File: config.mk
export PLATFORM = sky130hd
export DESIGN_NAME = tsoc_timer_control
export DESIGN_NICKNAME = d
export VERILOG_FILES = /design/src/logic/tsoc_prescaler.v /design/src/logic/tsoc_timer_control.v
export VERILOG_INCLUDE_DIRS = /design/src /design/src/logic
export SDC_FILE = /design/constraint.sdc
export NUM_CORES = 1
export LEC_CHECK = 0
export BUFFER_PORTS_ARGS = -buffer_cell sky130_fd_sc_hd__buf_2
export CAP_MARGIN = 10
export CELL_PAD_IN_SITES_DETAIL_PLACEMENT = 1
export CELL_PAD_IN_SITES_GLOBAL_PLACEMENT = 1
export CORE_ASPECT_RATIO = 1.5
export CORE_UTILIZATION = 44
export DETAILED_ROUTE_END_ITERATION = 6
export PLACE_DENSITY = 0.86
export SKIP_CTS_REPAIR_TIMING = 1
export SLEW_MARGIN = 20
export SYNTH_ARGS = -nofsm -noshare
export SYNTH_HDL_FRONTEND = slang
export SYNTH_HIERARCHICAL = 1
export SYNTH_SLANG_ARGS = --single-unit
File: constraint.sdc
create_clock -name clock -period 2.34 [get_ports clock]
set_input_delay 0.468 -clock clock [delete_from_list [all_inputs] [get_ports clock]]
set_output_delay 0.468 -clock clock [all_outputs]
set_load 0.02 [all_outputs]
File: src/logic/tsoc_consts.vh
// constants for the timer status, output and trigger control block
`ifndef TSOC_CONSTS_VH
`define TSOC_CONSTS_VH

// register addresses on the plain register port
`define TSOC_ADDR_FLAG_OUT 4'h0
`define TSOC_ADDR_TRIG 4'h1
`define TSOC_ADDR_EVT_STATUS 4'h2
`define TSOC_ADDR_EVT_MASK 4'h3

// flag and output control register fields
`define TSOC_BIT_MATCH_B 7
`define TSOC_BIT_MATCH_A 6
`define TSOC_BIT_WRAP 5
`define TSOC_FLAG_RSVD_MASK 8'h10
`define TSOC_FLAG_OUT_RESET 8'h00

// trigger control register fields
`define TSOC_TRIG_EDGE_HI 4
`define TSOC_TRIG_EDGE_LO 3
`define TSOC_TRIG_ENABLE 2
`define TSOC_TRIG_CLOCK_PICK 0
`define TSOC_TRIG_RSVD_MASK 8'hE2
`define TSOC_TRIG_RESET 8'h00

// output action codes
`define TSOC_ACT_KEEP 2'h0
`define TSOC_ACT_LOW 2'h1
`define TSOC_ACT_HIGH 2'h2
`define TSOC_ACT_TOGGLE 2'h3

// edge select codes, shared by trigger pin and external clock
`define TSOC_EDGE_OFF 2'h0
`define TSOC_EDGE_RISE 2'h1
`define TSOC_EDGE_FALL 2'h2
`define TSOC_EDGE_BOTH 2'h3

// event status and mask bits
`define TSOC_EVT_MATCH_A 0
`define TSOC_EVT_MATCH_B 1
`define TSOC_EVT_WRAP 2
`define TSOC_EVT_TRIGGER 3
`define TSOC_EVT_WIDTH 4
`define TSOC_EVT_RESET 4'h0

// prescaler: divider stage width, phi/4 is stage 1, phi/128 is stage 6
`define TSOC_PRESCALE_WIDTH 7
`define TSOC_PRESCALE_RESET 7'h00

// waveform pin level after reset
`define TSOC_WAVE_RESET 1'b0

// read data when nothing is read or the address is unmapped
`define TSOC_RDATA_IDLE 8'h00

`endif

File: src/logic/tsoc_prescaler.v
// prescaler and count clock selector for the up counter
`timescale 1ns/100ps
`default_nettype none

module tsoc_prescaler (
    input wire clock,
    input wire reset,
    input wire [2:0] clock_source_sel,
    input wire internal_clock_pick,
    input wire ext_clock_in,
    output reg count_tick
);

`include "tsoc_consts.vh"

reg [`TSOC_PRESCALE_WIDTH-1:0] divider;
reg picked_prev;
reg ext_prev;
reg picked;
reg next_tick;

// free running divider of the system clock
always @(posedge clock) begin
    if (reset) begin
        divider <= `TSOC_PRESCALE_RESET;
    end else begin
        divider <= divider + 7'h01;
    end
end

// pick the divided clock, the pick bit takes the slower of each pair
always @* begin
    picked = 1'b0;
    case (clock_source_sel)
        3'h1: picked = internal_clock_pick ? divider[2] : divider[1];
        3'h2: picked = internal_clock_pick ? divider[4] : divider[3];
        3'h3: picked = internal_clock_pick ? divider[6] : divider[5];
        default: picked = 1'b0;
    endcase
end

// falling edge of internal clock, or selected edge of external clock
always @* begin
    next_tick = 1'b0;
    if (!clock_source_sel[2]) begin
        next_tick = picked_prev & ~picked;
    end else begin
        case (clock_source_sel[1:0])
            `TSOC_EDGE_RISE: next_tick = ext_clock_in & ~ext_prev;
            `TSOC_EDGE_FALL: next_tick = ~ext_clock_in & ext_prev;
            `TSOC_EDGE_BOTH: next_tick = ext_clock_in ^ ext_prev;
            default: next_tick = 1'b0;
        endcase
    end
end

// edge history and registered tick
always @(posedge clock) begin
    if (reset) begin
        picked_prev <= 1'b0;
        ext_prev <= 1'b0;
        count_tick <= 1'b0;
    end else begin
        picked_prev <= picked;
        ext_prev <= ext_clock_in;
        count_tick <= next_tick;
    end
end

endmodule // tsoc_prescaler

`default_nettype wire

File: src/logic/tsoc_timer_control.v
// status flags, waveform output and trigger start control of the 8-bit timer
//
// Design decisions made here: the placing of the registers and strobed register access.
`timescale 1ns/100ps
`default_nettype none

module tsoc_timer_control (
    input wire clock,
    input wire reset,
    input wire [3:0] bus_addr,
    input wire [7:0] bus_wdata,
    input wire bus_write,
    input wire bus_read,
    output reg [7:0] bus_rdata,
    input wire match_a,
    input wire match_b,
    input wire counter_wrap,
    input wire counter_cleared,
    input wire [2:0] clock_source_sel,
    input wire match_a_irq_enable,
    input wire match_b_irq_enable,
    input wire wrap_irq_enable,
    input wire trigger_in_pin,
    input wire ext_clock_in,
    output reg waveform_out_pin,
    output reg count_tick,
    output reg count_halted,
    output reg timer_irq,
    output reg event_irq
);

`include "tsoc_consts.vh"

// flag and output control register state
reg match_b_flag;
reg match_a_flag;
reg wrap_flag;
reg [1:0] match_b_action;
reg [1:0] match_a_action;
// flags seen as 1 by a read, ready to be cleared by a 0 write
reg match_b_armed;
reg match_a_armed;
reg wrap_armed;

// trigger control register state
reg [1:0] trigger_edge_sel;
reg trigger_start_enable;
reg internal_clock_pick;

// event status and mask
reg [`TSOC_EVT_WIDTH-1:0] event_status;
reg [`TSOC_EVT_WIDTH-1:0] event_mask;

// trigger pin history and the divided count tick
reg trigger_prev;
wire prescale_tick;

// next values from the combinational processes
reg next_match_b_flag;
reg next_match_a_flag;
reg next_wrap_flag;
reg next_waveform;
reg next_halted;
reg trigger_hit;
reg [`TSOC_EVT_WIDTH-1:0] next_event_status;
reg [7:0] next_rdata;

// register port strobes decoded by address
wire write_flag_out = bus_write && (bus_addr == `TSOC_ADDR_FLAG_OUT);
wire read_flag_out = bus_read && (bus_addr == `TSOC_ADDR_FLAG_OUT);
wire write_trig = bus_write && (bus_addr == `TSOC_ADDR_TRIG);
wire write_evt_status = bus_write && (bus_addr == `TSOC_ADDR_EVT_STATUS);
wire write_evt_mask = bus_write && (bus_addr == `TSOC_ADDR_EVT_MASK);

// combine both match actions into one pin decision
function [1:0] merge_action;
    input hit_a;
    input [1:0] act_a;
    input hit_b;
    input [1:0] act_b;
    reg [1:0] a;
    reg [1:0] b;
    begin
        a = hit_a ? act_a : `TSOC_ACT_KEEP;
        b = hit_b ? act_b : `TSOC_ACT_KEEP;
        // toggle beats high, high beats low, low beats keep
        if (a == `TSOC_ACT_TOGGLE || b == `TSOC_ACT_TOGGLE) begin
            merge_action = `TSOC_ACT_TOGGLE;
        end else if (a == `TSOC_ACT_HIGH || b == `TSOC_ACT_HIGH) begin
            merge_action = `TSOC_ACT_HIGH;
        end else if (a == `TSOC_ACT_LOW || b == `TSOC_ACT_LOW) begin
            merge_action = `TSOC_ACT_LOW;
        end else begin
            merge_action = `TSOC_ACT_KEEP;
        end
    end
endfunction

// next flag value: set wins, clear needs an armed flag and a 0 write
function next_flag;
    input flag;
    input set;
    input armed;
    input wbit;
    input wr;
    begin
        // a new event beats a clear in the same cycle
        if (set) begin
            next_flag = 1'b1;
        end else if (wr && armed && !wbit) begin
            next_flag = 1'b0;
        end else begin
            next_flag = flag;
        end
    end
endfunction

// count clock selection and prescaling
tsoc_prescaler u_prescaler (
    .clock(clock),
    .reset(reset),
    .clock_source_sel(clock_source_sel),
    .internal_clock_pick(internal_clock_pick),
    .ext_clock_in(ext_clock_in),
    .count_tick(prescale_tick)
);

// status flag next values
always @* begin
    next_match_b_flag = next_flag(match_b_flag, match_b, match_b_armed,
        bus_wdata[`TSOC_BIT_MATCH_B], write_flag_out);
    next_match_a_flag = next_flag(match_a_flag, match_a, match_a_armed,
        bus_wdata[`TSOC_BIT_MATCH_A], write_flag_out);
    next_wrap_flag = next_flag(wrap_flag, counter_wrap, wrap_armed,
        bus_wdata[`TSOC_BIT_WRAP], write_flag_out);
end

// waveform pin from the merged match action
always @* begin
    case (merge_action(match_a, match_a_action, match_b, match_b_action))
        `TSOC_ACT_LOW: next_waveform = 1'b0;
        `TSOC_ACT_HIGH: next_waveform = 1'b1;
        `TSOC_ACT_TOGGLE: next_waveform = ~waveform_out_pin;
        default: next_waveform = waveform_out_pin;
    endcase
end

// trigger edge detection and halt state
always @* begin
    case (trigger_edge_sel)
        `TSOC_EDGE_RISE: trigger_hit = trigger_in_pin & ~trigger_prev;
        `TSOC_EDGE_FALL: trigger_hit = ~trigger_in_pin & trigger_prev;
        `TSOC_EDGE_BOTH: trigger_hit = trigger_in_pin ^ trigger_prev;
        default: trigger_hit = 1'b0;
    endcase
    // an edge beats a clear in the same cycle
    if (!trigger_start_enable) begin
        next_halted = 1'b0;
    end else if (trigger_hit) begin
        next_halted = 1'b0;
    end else if (counter_cleared) begin
        next_halted = 1'b1;
    end else begin
        next_halted = count_halted;
    end
end

// event status: events set, writing one clears, set wins
always @* begin
    next_event_status = event_status;
    if (write_evt_status) begin
        next_event_status = event_status & ~bus_wdata[`TSOC_EVT_WIDTH-1:0];
    end
    next_event_status[`TSOC_EVT_MATCH_A] = next_event_status[`TSOC_EVT_MATCH_A] | match_a;
    next_event_status[`TSOC_EVT_MATCH_B] = next_event_status[`TSOC_EVT_MATCH_B] | match_b;
    next_event_status[`TSOC_EVT_WRAP] = next_event_status[`TSOC_EVT_WRAP] | counter_wrap;
    // restart event only when a selected edge ends a halt
    next_event_status[`TSOC_EVT_TRIGGER] = next_event_status[`TSOC_EVT_TRIGGER]
        | (trigger_start_enable & trigger_hit & count_halted);
end

// read data decode
always @* begin
    next_rdata = `TSOC_RDATA_IDLE;
    if (bus_read) begin
        if (bus_addr == `TSOC_ADDR_FLAG_OUT) begin
            // spare bit 4 forced to one
            next_rdata = {match_b_flag, match_a_flag, wrap_flag, 1'b0,
                match_b_action, match_a_action} | `TSOC_FLAG_RSVD_MASK;
        end else if (bus_addr == `TSOC_ADDR_TRIG) begin
            next_rdata = {3'h0, trigger_edge_sel, trigger_start_enable, 1'b0,
                internal_clock_pick} | `TSOC_TRIG_RSVD_MASK;
        end else if (bus_addr == `TSOC_ADDR_EVT_STATUS) begin
            next_rdata = {4'h0, event_status};
        end else if (bus_addr == `TSOC_ADDR_EVT_MASK) begin
            next_rdata = {4'h0, event_mask};
        end else begin
            next_rdata = `TSOC_RDATA_IDLE;
        end
    end
end

// flag and output control register
always @(posedge clock) begin
    if (reset) begin
        match_b_flag <= 1'b0;
        match_a_flag <= 1'b0;
        wrap_flag <= 1'b0;
        match_b_action <= `TSOC_ACT_KEEP;
        match_a_action <= `TSOC_ACT_KEEP;
        match_b_armed <= 1'b0;
        match_a_armed <= 1'b0;
        wrap_armed <= 1'b0;
    end else begin
        match_b_flag <= next_match_b_flag;
        match_a_flag <= next_match_a_flag;
        wrap_flag <= next_wrap_flag;
        // any write disarms, a read arms the flags it saw set
        if (write_flag_out) begin
            match_b_action <= bus_wdata[3:2];
            match_a_action <= bus_wdata[1:0];
            match_b_armed <= 1'b0;
            match_a_armed <= 1'b0;
            wrap_armed <= 1'b0;
        end else if (read_flag_out) begin
            match_b_armed <= match_b_armed | match_b_flag;
            match_a_armed <= match_a_armed | match_a_flag;
            wrap_armed <= wrap_armed | wrap_flag;
        end
    end
end

// trigger control register, reserved bits are not stored
always @(posedge clock) begin
    if (reset) begin
        trigger_edge_sel <= `TSOC_EDGE_OFF;
        trigger_start_enable <= 1'b0;
        internal_clock_pick <= 1'b0;
    end else if (write_trig) begin
        // spare bits of the written byte are dropped
        trigger_edge_sel <= bus_wdata[`TSOC_TRIG_EDGE_HI:`TSOC_TRIG_EDGE_LO];
        trigger_start_enable <= bus_wdata[`TSOC_TRIG_ENABLE];
        internal_clock_pick <= bus_wdata[`TSOC_TRIG_CLOCK_PICK];
    end
end

// event status and mask
always @(posedge clock) begin
    if (reset) begin
        event_status <= `TSOC_EVT_RESET;
        event_mask <= `TSOC_EVT_RESET;
    end else begin
        // status follows its next value, mask changes only on a write
        event_status <= next_event_status;
        if (write_evt_mask) begin
            event_mask <= bus_wdata[`TSOC_EVT_WIDTH-1:0];
        end
    end
end

// pin, halt, tick, interrupt and read data outputs
always @(posedge clock) begin
    if (reset) begin
        waveform_out_pin <= `TSOC_WAVE_RESET;
        trigger_prev <= 1'b0;
        count_halted <= 1'b0;
        count_tick <= 1'b0;
        timer_irq <= 1'b0;
        event_irq <= 1'b0;
        bus_rdata <= `TSOC_RDATA_IDLE;
    end else begin
        waveform_out_pin <= next_waveform;
        trigger_prev <= trigger_in_pin;
        count_halted <= next_halted;
        count_tick <= prescale_tick & ~next_halted; // gated while halted
        // interrupts follow the values being stored
        timer_irq <= (next_match_a_flag & match_a_irq_enable)
            | (next_match_b_flag & match_b_irq_enable)
            | (next_wrap_flag & wrap_irq_enable);
        event_irq <= |(next_event_status & event_mask);
        // read data stands one cycle, then idle
        bus_rdata <= next_rdata;
    end
end

endmodule // tsoc_timer_control

`default_nettype wire
==> metrics.txt, run 1 <==
outcome=finished, violations left; failing checks=design-rule violations; FMAX=~650 MHz; final count of pins violating max slew=0; CP Launch Type=input port; cell count along the critical path=5; drt first pass iters=6; antenna violations before repair=0; Placed Cells=291; worst path bufs/invs=1; capturing point of the worst reg2reg path=u_prescaler/count_tick$_SDFF_PP0_; HPWL Detailed=3680 um; total of warnings raised by yosys=6; Sw Pwr=approximately 0.36 mW; Synth Net Count=roughly 250; Port Buf Inserts=40; Slew HR=68.8%; skew final=4.02 ps; DIE AREA=~0.0049 sq mm; CP cell instances=buf_2 > and4bb_1 > a31oi_1 > o31ai_1 > a21oi_1; die width=about 58 um; post-synthesis cell area=roughly 0.0020 sq mm; switch share=between 20% and 30%; gpl congestion=~0.85; PwrDens=624 mW/mm^2; GR Overflow Total=0; clock transition at the registers of the reported paths=approximately 80 ps; sequential power share=56.2%; sequential share of the synthesized area=45.2%; Final Critical Period=1530 ps; CTS tree=done; H-tree levels=2; clk_lat worst skew=300 ps; antenna-violating nets left=0; largest net degree at the start of global routing=40; Post-synth ARST share=0%; VDD IR max=374 uV; part of the cycle the worst path needs=65.5%; IO Pins=41; MaxCap Viol Count=0; GR Util All Layers=between 20 and 25%; Vias per Instance=5.76; CP startpoint=bus_addr[1]; TritonCTS Sinks=46; Least-Margin Pin Slew=468 ps; Die Ht=85.3 um; routed vias=1,721; RSZ-0062 raised after global routing=no; Slowest cell on crit path=and4bb_1; crit path max fanout=12; antenna cells=0; clock tree buffer depth=2; final core utilization=54.2%; post-synth cell types=47; share of cells above drive strength 1=24.5%; crit path capture type=register; synth-to-layout area growth=14.9%; arrival time of the worst setup path=1710 ps; Final Hold Viols=0; Fin Setup TNS=0 ps; overall power=1.46 mW; Yosys reg bits=46; family with the most delay on the worst path=compound AO/OA/AOI/OAI gates; CP peak stage delay=430 ps; Nets=285; Reg2Reg Launch Point=internal_clock_pick$_SDFFE_PP0P_; clock share of power=between 30% and 40%; CP endpoint=event_irq$_SDFF_PP0_; number of global-route vias before repair=1,748; R2R cell count=3; drt drc=2; r2r setup slk=810 ps; Leakage=0.941 nW; final wirelength=5060 um; first-pass GRT wire length=8070 um; Final setup viols=0; number of CTS-inserted buffers=5; EDFF count, synth=0; cell count after synthesis=212; core area=around 0.0043 sq mm; kind of critical path=in -> reg; Synth Flop Type=dfxtp_1; Root Buffer=clkbuf_8; Initial Util=47.1%; num rows=29; Critical Path RT=2520 ps; Initial DRC Count=between 40 and 50; Int Pwr=1.10 mW; routed len/inst=16.9 um; Mean Syn Cell Area=slightly below 10 sq um; Hold Path Class=in -> reg; Logic pwr share=9.5%; post-route insts no fill=between 200 and 300
## routing by layer
metal  vias up  wire (um)  global-route usage [%]
met5         -          0                       0
met4         0        108                    9.09
met3        10        161                    4.73
met2        43       2780                    41.0
met1       832       2010                    22.7
li1        836          -                       -
## how the worst min path moves through the flow
| stage | to | depth (start not counted) | startpoint | slack [ps] |
|---|---|---|---|---|
| CTS | timer_irq$_SDFF_PP0_ | 2 | wrap_irq_enable | 370 |
| detailed placement | u_prescaler/divider[0]$_SDFF_PP0_ | 1 | u_prescaler/divider[0]$_SDFF_PP0_ | 460 |
| global placement | u_prescaler/divider[0]$_SDFF_PP0_ | 1 | u_prescaler/divider[0]$_SDFF_PP0_ | 430 |
| floorplan | u_prescaler/divider[0]$_SDFF_PP0_ | 1 | u_prescaler/divider[0]$_SDFF_PP0_ | 420 |
| global route | timer_irq$_SDFF_PP0_ | 2 | wrap_irq_enable | 380 |
| finish | timer_irq$_SDFF_PP0_ | 2 | wrap_irq_enable | 370 |
## per-stage QoR
step | hold WS [ps] | instance area, sq um | setup WS (ps)
finish | 373 | 2340 | 808
global route | 379 | 2340 | 733
CTS | 367 | 2340 | 812
detailed placement | 460 | 2250 | 494
global placement | 428 | 2250 | 521
floorplan | 418 | 2040 | 814
## synthesized netlist by cell type (all sizes together) (2+ instances only)
library cell  count  area share [%]
dfxtp            46              45
nor2             28             5.2
a21oi            15             3.7
nand3            10             2.5
inv               9             1.7
mux2i             9             4.4
nand2             9             1.7
nor2b             9             2.8
o21ai             7             1.7
buf               6             2.5
nor3              6             1.5
nor3b             6             3.0
a211oi            5             2.1
ha                5             3.1
a41oi             4             1.7
clkbuf            3            0.55
mux2              3             1.8
mux4              3             3.3
o21a              3             1.1
or3               3            0.92
a22oi             2            0.74
a32o              2            0.98
and3b             2            0.92
nand2b            2            0.61
nor4b             2             1.2
xor2              2            0.86
## sequential cells by signal (all words and copies together) (netlist names), 2 cells and up
signal               count
match_b_action           2
event_mask               4
u_prescaler/divider      7
trigger_edge_sel         2
event_status             4
match_a_action           2
bus_rdata                8
## cell usage in the layout (no fill, tap or decap), drive strengths merged, types with 4 or more instances in the layout
cell	n
nor2b	9
clkbuf	7
o21ai	7
a211oi	5
nor2	28
nor3b	6
ha	5
mux2i	9
dfxtp	46
nor3	6
a41oi	4
buf	42
a21oi	15
inv	9
nand3	10
nand2	9
## power by group through the flow
stage               clock [mW]  sequential [mW]  combinational [mW]
finish                   0.501            0.819               0.139
global route             0.542            0.822               0.152
global placement             0            0.837               0.134
floorplan                    0            0.839              0.0792
detailed placement           0            0.838               0.138
CTS                      0.511            0.820               0.139
## logic make-up (layout without fill, tap and decap cells)
group	Yosys count	after routing	synth area share, %
muxes	15	15	9.59
and+or+nand+nor	82	82	22.1
adders and majority gates	5	5	3.07
DFF	46	46	45.2
AOI/OAI and AO/OA	43	43	14.1
xor gates and xnor gates	3	3	1.29
buffers and inverters	18	59	4.67
## area by class of cell
| class | instances | area, sq um |
|---|---|---|
| fillers | 515 | 1980 |
| multi-input cells | 148 | 1020 |
| flip-flops and latches | 46 | 921 |
| repair buffers | 42 | 215 |
| clock buffers | 7 | 86.3 |
| well taps | 46 | 57.6 |
| inverters | 9 | 33.8 |
| clock inverters | 1 | 5.00 |
## worst register-to-register path, stage by stage, from the launching register on
cell and delay [ps]:
dfxtp_1 440, mux2_2 380, a222oi_1 420, a32o_1 230
Note: power is estimated with default switching activity, not from simulation.
==> inputs of run 2 (changes only) <==
--- a/config.mk
+++ b/config.mk
@@ -6,14 +6,15 @@
 export SDC_FILE = /design/constraint.sdc
 export NUM_CORES = 1
 export LEC_CHECK = 0
+export ABC_AREA = 1
 export BUFFER_PORTS_ARGS = -buffer_cell sky130_fd_sc_hd__buf_2
 export CAP_MARGIN = 10
 export CELL_PAD_IN_SITES_DETAIL_PLACEMENT = 1
 export CELL_PAD_IN_SITES_GLOBAL_PLACEMENT = 1
 export CORE_ASPECT_RATIO = 1.5
-export CORE_UTILIZATION = 44
+export CORE_UTILIZATION = 38
 export DETAILED_ROUTE_END_ITERATION = 6
-export PLACE_DENSITY = 0.86
+export PLACE_DENSITY = 0.8
 export SKIP_CTS_REPAIR_TIMING = 1
 export SLEW_MARGIN = 20
 export SYNTH_ARGS = -nofsm -noshare
==> constraint.sdc (replaced) <==
create_clock -name clock -period 1.5 [get_ports clock]
set_input_delay 0.3 -clock clock [delete_from_list [all_inputs] [get_ports clock]]
set_output_delay 0.3 -clock clock [all_outputs]
set_load 0.02 [all_outputs]
==> run 2 against run 1 <==
Net effect: the run now ends clean; first-iteration DRC count grew 65%; area after synthesis down 1.1%; via count rose by 14%; core utilization decreased by 6.9 points; hold slack worse by 190 ps; final cell count is 31% higher; sequential cell count unchanged.
==> metrics.txt, run 2 <==
GR Util All Layers=about a fifth; gpl congestion=0.866; CP endpoint=event_irq$_SDFF_PP0_; drt drc=0; R2R cell count=10; Placement Cell Area=roughly 0.0023 sq mm; clock tree buffer depth=2; storage element area=about 900 sq um; sequential power share=between 50 and 60%; GR Overflow Total=0; num rows=32; Most flops, register=bus_rdata; area occupied by multi-input gates=926 sq um; Sw Pwr=0.609 mW; DIE AREA=0.00560 sq mm; switch share=24.9%; CTS tree=done; skew final=12.0 ps; Critical Path RT=1690 ps; FMAX=just under 800 MHz; commonest cells after routing, fill and taps aside=nand2_1 (78), dfxtp_1 (46), buf_2 (40); Least-Margin Pin Slew=314 ps; count leader, synth=nand2_1; Leakage=about 1.1 nW; first-pass GRT wire length=roughly 8800 um; cell count after synthesis=about 280; crit path max fanout=2; MaxCap Viol Count=0; clk_lat worst skew=310 ps; commonest non-fill, non-tap cell in the layout=nand2_1; core area=between 0.005 and 0.006 sq mm; share of cells above drive strength 1=19.1%; EDFF count, synth=0; Int Pwr=approximately 1.8 mW; crit path capture type=register; RSZ-0062 raised after global routing=no; Final Hold Viols=0; CP Launch Type=register; Post-synth ARST share=0%; routed vias=just under 2,000; VDD IR max=533 uV; Fin Setup TNS=0 ps; antenna-violating nets left=0; H-tree levels=2; outcome=completed; die width=61.4 um; post-synth cell types=24; Synth Flop Type=dfxtp_1; capturing point of the worst reg2reg path=event_irq$_SDFF_PP0_; fillers=~700; Yosys reg bits=46; area leader, netlist=dfxtp_1; number of CTS-inserted buffers=5; antenna violations before repair=0; Port Buf Inserts=40; sequential share of the synthesized area=45.7%; drt first pass iters=4; Hold Path Class=in -> reg; largest net degree at the start of global routing=21; top cells by area, synth=dfxtp_1 (46%), nand2_1 (15%), inv_1 (7.1%), a21oi_1 (6.5%), o21ai_0 (4.2%); routed len/inst=13.8 um; biggest regs=bus_rdata x8, u_prescaler/divider x7; synth-to-layout area growth=20.3%; total of warnings raised by yosys=6; Nets=357; top cells by instance count after synthesis=nand2_1 (78), dfxtp_1 (46), inv_1 (38); Mean Syn Cell Area=7.27 sq um; clock transition at the registers of the reported paths=90 ps; Die Ht=91.1 um; r2r setup slk=210 ps; TritonCTS Sinks=46; part of the cycle the worst path needs=86.0%; PwrDens=1010 mW/mm^2; arrival time of the worst setup path=1480 ps; Fin Hold WS=187 ps; worst slack, placed=59.5 ps; Initial DRC Count=a little under 80; Reg2Reg Launch Point=trigger_prev$_SDFF_PP0_; antenna cells=0; Root Buffer=clkbuf_8; IO Pins=41; HPWL Detailed=4230 um; kind of critical path=reg -> reg; post-synth top area share=between 40% and 50%; cell area after layout=0.00242 sq mm; Synth Net Count=310; Final setup viols=0; CP startpoint=trigger_prev$_SDFF_PP0_; Logic pwr share=9.1%; final wirelength=5410 um; Initial Util=39.3%; Vias per Instance=4.98; Largest register FFs=8; Final Critical Period=1290 ps; number of global-route vias before repair=approximately 2,000; final worst slack=210 ps; post-synthesis cell area=0.00201 sq mm; Slew HR=79.0%; clock share of power=38.3%; final count of pins violating max slew=0
## run 2: worst min path at each step
stage                                           start                   endpoint  depth (start not counted)
finish                                wrap_irq_enable       timer_irq$_SDFF_PP0_                          3
global route                          wrap_irq_enable       timer_irq$_SDFF_PP0_                          3
CTS                                   wrap_irq_enable       timer_irq$_SDFF_PP0_                          3
detailed placement  u_prescaler/count_tick$_SDFF_PP0_      count_tick$_SDFF_PP0_                          2
global placement    u_prescaler/count_tick$_SDFF_PP0_      count_tick$_SDFF_PP0_                          2
floorplan                                       reset  next_flag.flag$_SDFF_PP0_                          1
## run 2: worst max-delay path, cell delays in order, from the launching register on
cell and delay [ps]:
dfxtp_1 320, ha_1 260, inv_1 30, nand2_1 40, nand3_1 90, nand3_1 120
nand2_1 60, nand2_1 60, nand2_1 50, nor2_1 100, nor2_1 40
## run 2: power groups by stage
| stage | logic [mW] | clock network, mW | registers [mW] |
|---|---|---|---|
| CTS | 0.224 | 0.956 | 1.29 |
| global route | 0.252 | 1.00 | 1.29 |
| floorplan | 0.114 | 0 | 1.31 |
| global placement | 0.216 | 0 | 1.31 |
| finish | 0.222 | 0.937 | 1.29 |
| detailed placement | 0.222 | 0 | 1.31 |
## run 2: cell type report
| class | count | area share (%) |
|---|---|---|
| sequential | 46 | 38.0 |
| multi-input combinational | 187 | 38.2 |
| clock inverter | 2 | 1.55 |
| clock buffer | 6 | 3.00 |
| timing repair buffer | 44 | 9.50 |
| tap | 68 | 3.51 |
| inverter | 40 | 6.20 |
## run 2: logic make-up after synthesis
| logic type | after synthesis | share of synthesized area, % |
|---|---|---|
| simple gates | 130 | 28.5 |
| fa+ha+maj | 5 | 3.11 |
| buf+inv | 44 | 8.27 |
| xor+xnor | 2 | 0.870 |
| compound gates | 50 | 13.5 |
| flops | 46 | 45.7 |
## run 2: per-stage QoR
| step | utilization, % | power (mW) | cells |
|---|---|---|---|
| 6_report | 47.3 | 2.44 | 393 |
| 5_1_grt | 47.3 | 2.55 | 393 |
| 4_1_cts | 47.3 | 2.47 | 393 |
| 3_5_place_dp | 45.1 | 1.54 | 385 |
| 3_3_place_gp | 45.1 | 1.53 | 385 |
| 2_1_floorplan | - | 1.43 | 277 |
## run 2: routing by layer
layer | share of wire (%) | global-route usage, % | up-vias | routed length, um
met2 | 54 | 39.0 | 35 | 2930
li1 | - | - | 976 | -
met4 | 3.6 | 9.81 | 0 | 197
met3 | 2.6 | 3.99 | 13 | 139
met5 | 0 | 0 | - | 0
met1 | 40 | 21.8 | 935 | 2140
==> inputs of run 3 (changes only) <==
--- a/config.mk
+++ b/config.mk
@@ -14,6 +14,7 @@
 export CORE_ASPECT_RATIO = 1.5
 export CORE_UTILIZATION = 38
 export DETAILED_ROUTE_END_ITERATION = 6
+export GPL_TIMING_DRIVEN = 0
 export PLACE_DENSITY = 0.8
 export SKIP_CTS_REPAIR_TIMING = 1
 export SLEW_MARGIN = 20
==> run 3 against run 2 <==
Net effect: sequential cell count stayed put; first-iteration DRC count fell by 52%; worst setup slack got worse by 32 ps; register-to-register slack lost 30 ps; die area stayed put; clock-buffer cell count did not move; clock skew down 1.4 ps; largest cell class unchanged.
==> metrics.txt, run 3 (synthesis results as in run 2) <==
drt first pass iters=4; final count of pins violating max slew=0; R2R cell count=10; sequential power share=52.6%; hold path cells=3; drt drc=0; gpl congestion=0.892; Root Buffer=clkbuf_8; antenna cells=0; Slew HR=65.4%; Leakage=1.08 nW; crit path max fanout=2; final worst slack=177 ps; routed len/inst=13.2 um; GR Overflow Total=0; routed vias=1,968; commonest non-fill, non-tap cell in the layout=nand2_1; synth-to-layout area growth=19.8%; FMAX=756 MHz; Logic pwr share=under 10%; Sw Pwr=0.572 mW; VDD IR max=571 uV; number of CTS-inserted buffers=5; Initial Util=about 39%; Int Pwr=approximately 1.9 mW; core area=0.00512 sq mm; CP cell instances=ha_1 > inv_1 > nand2_1 > nand3_1 > nand3_2 > nand2_1 > nand2_1 > nand2_1 > nor2_1 > nor2_1; CTS tree=done; num rows=32; Placed Cells=384; Most flops, register=bus_rdata; Initial DRC Count=38; part of the cycle the worst path needs=88.2%; Critical Path RT=between 1500 and 2000 ps; CP most frequent cell=nand2_1; Vias per Instance=5.03; CP peak stage delay=approximately 320 ps; clock transition at the registers of the reported paths=90 ps; IO Pins=41; final wirelength=5150 um; Largest register FFs=8; post-route insts no fill=around 390; Reg2Reg Launch Point=trigger_prev$_SDFF_PP0_; kind of critical path=reg -> reg; antenna violations before repair=0; switch share=23.5%; Hold Path Class=in -> reg; skew final=10.6 ps; GR Util All Layers=20.4%; TritonCTS Sinks=46; clk_lat worst skew=roughly 300 ps; biggest regs=bus_rdata x8, u_prescaler/divider x7; Final Hold Viols=0; cell area after layout=0.00241 sq mm; H-tree levels=2; die width=slightly above 60 um; Final Critical Period=approximately 1300 ps; CP Launch Type=register; first-pass GRT wire length=8610 um; outcome=completed; storage element area=921 sq um; worst hold start=wrap_irq_enable; clock tree buffer depth=2; RSZ-0062 raised after global routing=no; Placement Cell Area=roughly 0.0023 sq mm; worst slack, placed=-3.13 ps; arrival time of the worst setup path=1500 ps; largest net degree at the start of global routing=14; share of cells above drive strength 1=18.3%; Nets=356; antenna-violating nets left=0; area occupied by multi-input gates=just over 900 sq um; hold endpoint=timer_irq$_SDFF_PP0_; Least-Margin Pin Slew=520 ps; DIE AREA=between 0.005 and 0.006 sq mm; HPWL Detailed=4120 um; Fin Setup TNS=0 ps; commonest cells after routing, fill and taps aside=nand2_1 (78), dfxtp_1 (46), buf_2 (40); Slowest cell on crit path=dfxtp_1; number of global-route vias before repair=just under 2,000; r2r setup slk=180 ps; Final setup viols=0; fillers=687; crit path capture type=register; PwrDens=1010 mW/mm^2; capturing point of the worst reg2reg path=event_irq$_SDFF_PP0_; Port Buf Inserts=39; clock share of power=38.5%; MaxCap Viol Count=0; Die Ht=91.1 um
[run 3: cell types whose count changed in the layout (fill, tap and decap cells not counted)]
cell	before	now
clkbuf_1	1	3
clkbuf_8	5	6
nand3_2	2	3
buf_4	4	0
clkinvlp_4	1	0
nand3_1	13	12
[run 3: how the worst max path moves through the flow]
stage	slack, ps	to	from
5_1_grt	10	event_irq$_SDFF_PP0_	trigger_prev$_SDFF_PP0_
3_5_place_dp	-3	trigger_edge_sel[0]$_SDFFE_PP0P_	bus_addr[3]
6_report	180	event_irq$_SDFF_PP0_	trigger_prev$_SDFF_PP0_
3_3_place_gp	20	timer_irq$_SDFF_PP0_	bus_addr[3]
2_1_floorplan	300	event_irq$_SDFF_PP0_	trigger_in_pin
4_1_cts	120	event_irq$_SDFF_PP0_	trigger_prev$_SDFF_PP0_
[run 3: critical path: cells and delay by family (launching register included)]
kind | cells | cell delay (ps)
simple gates | 8 | 590
flops | 1 | 320
fa+ha+maj | 1 | 270
buf+inv | 1 | 40
[run 3: layout make-up]
| cell class | count | share of cell area (%) |
|---|---|---|
| clock inverters | 1 | 1.25 |
| clock buffers | 6 | 3.43 |
| flip-flops and latches | 46 | 38.2 |
| plain buffers | 4 | 0.675 |
| repair buffers | 39 | 8.10 |
| multi-input cells | 187 | 38.6 |
| inverters | 40 | 6.23 |
| well taps | 68 | 3.53 |
[run 3: power groups by stage]
| stage | registers [mW] | clock network, mW | logic [mW] |
|---|---|---|---|
| floorplan | 1.31 | 0 | 0.114 |
| global placement | 1.31 | 0 | 0.211 |
| detailed placement | 1.31 | 0 | 0.217 |
| CTS | 1.28 | 0.961 | 0.220 |
| global route | 1.29 | 1.01 | 0.246 |
| finish | 1.28 | 0.940 | 0.216 |
[run 3: per-layer routing]
metal | vias up | GRT usage, % | wire length, um | part of all wire [%]
li1 | 977 | - | - | -
met1 | 939 | 21.5 | 1970 | 38
met2 | 35 | 37.6 | 2860 | 56
met3 | 17 | 4.42 | 168 | 3.3
met4 | 0 | 7.22 | 145 | 2.8
met5 | - | 0 | 0 | 0
[run 3: per-stage QoR]
step | total power [mW] | utilization, % | hold WS [ps]
after floorplan | 1.43 | - | 368
after global routing | 2.55 | 47.0 | 202
after CTS | 2.46 | 46.9 | 190
after detailed placement | 1.53 | 44.8 | 445
after global placement | 1.52 | 44.8 | 433
final | 2.44 | 47.0 | 190
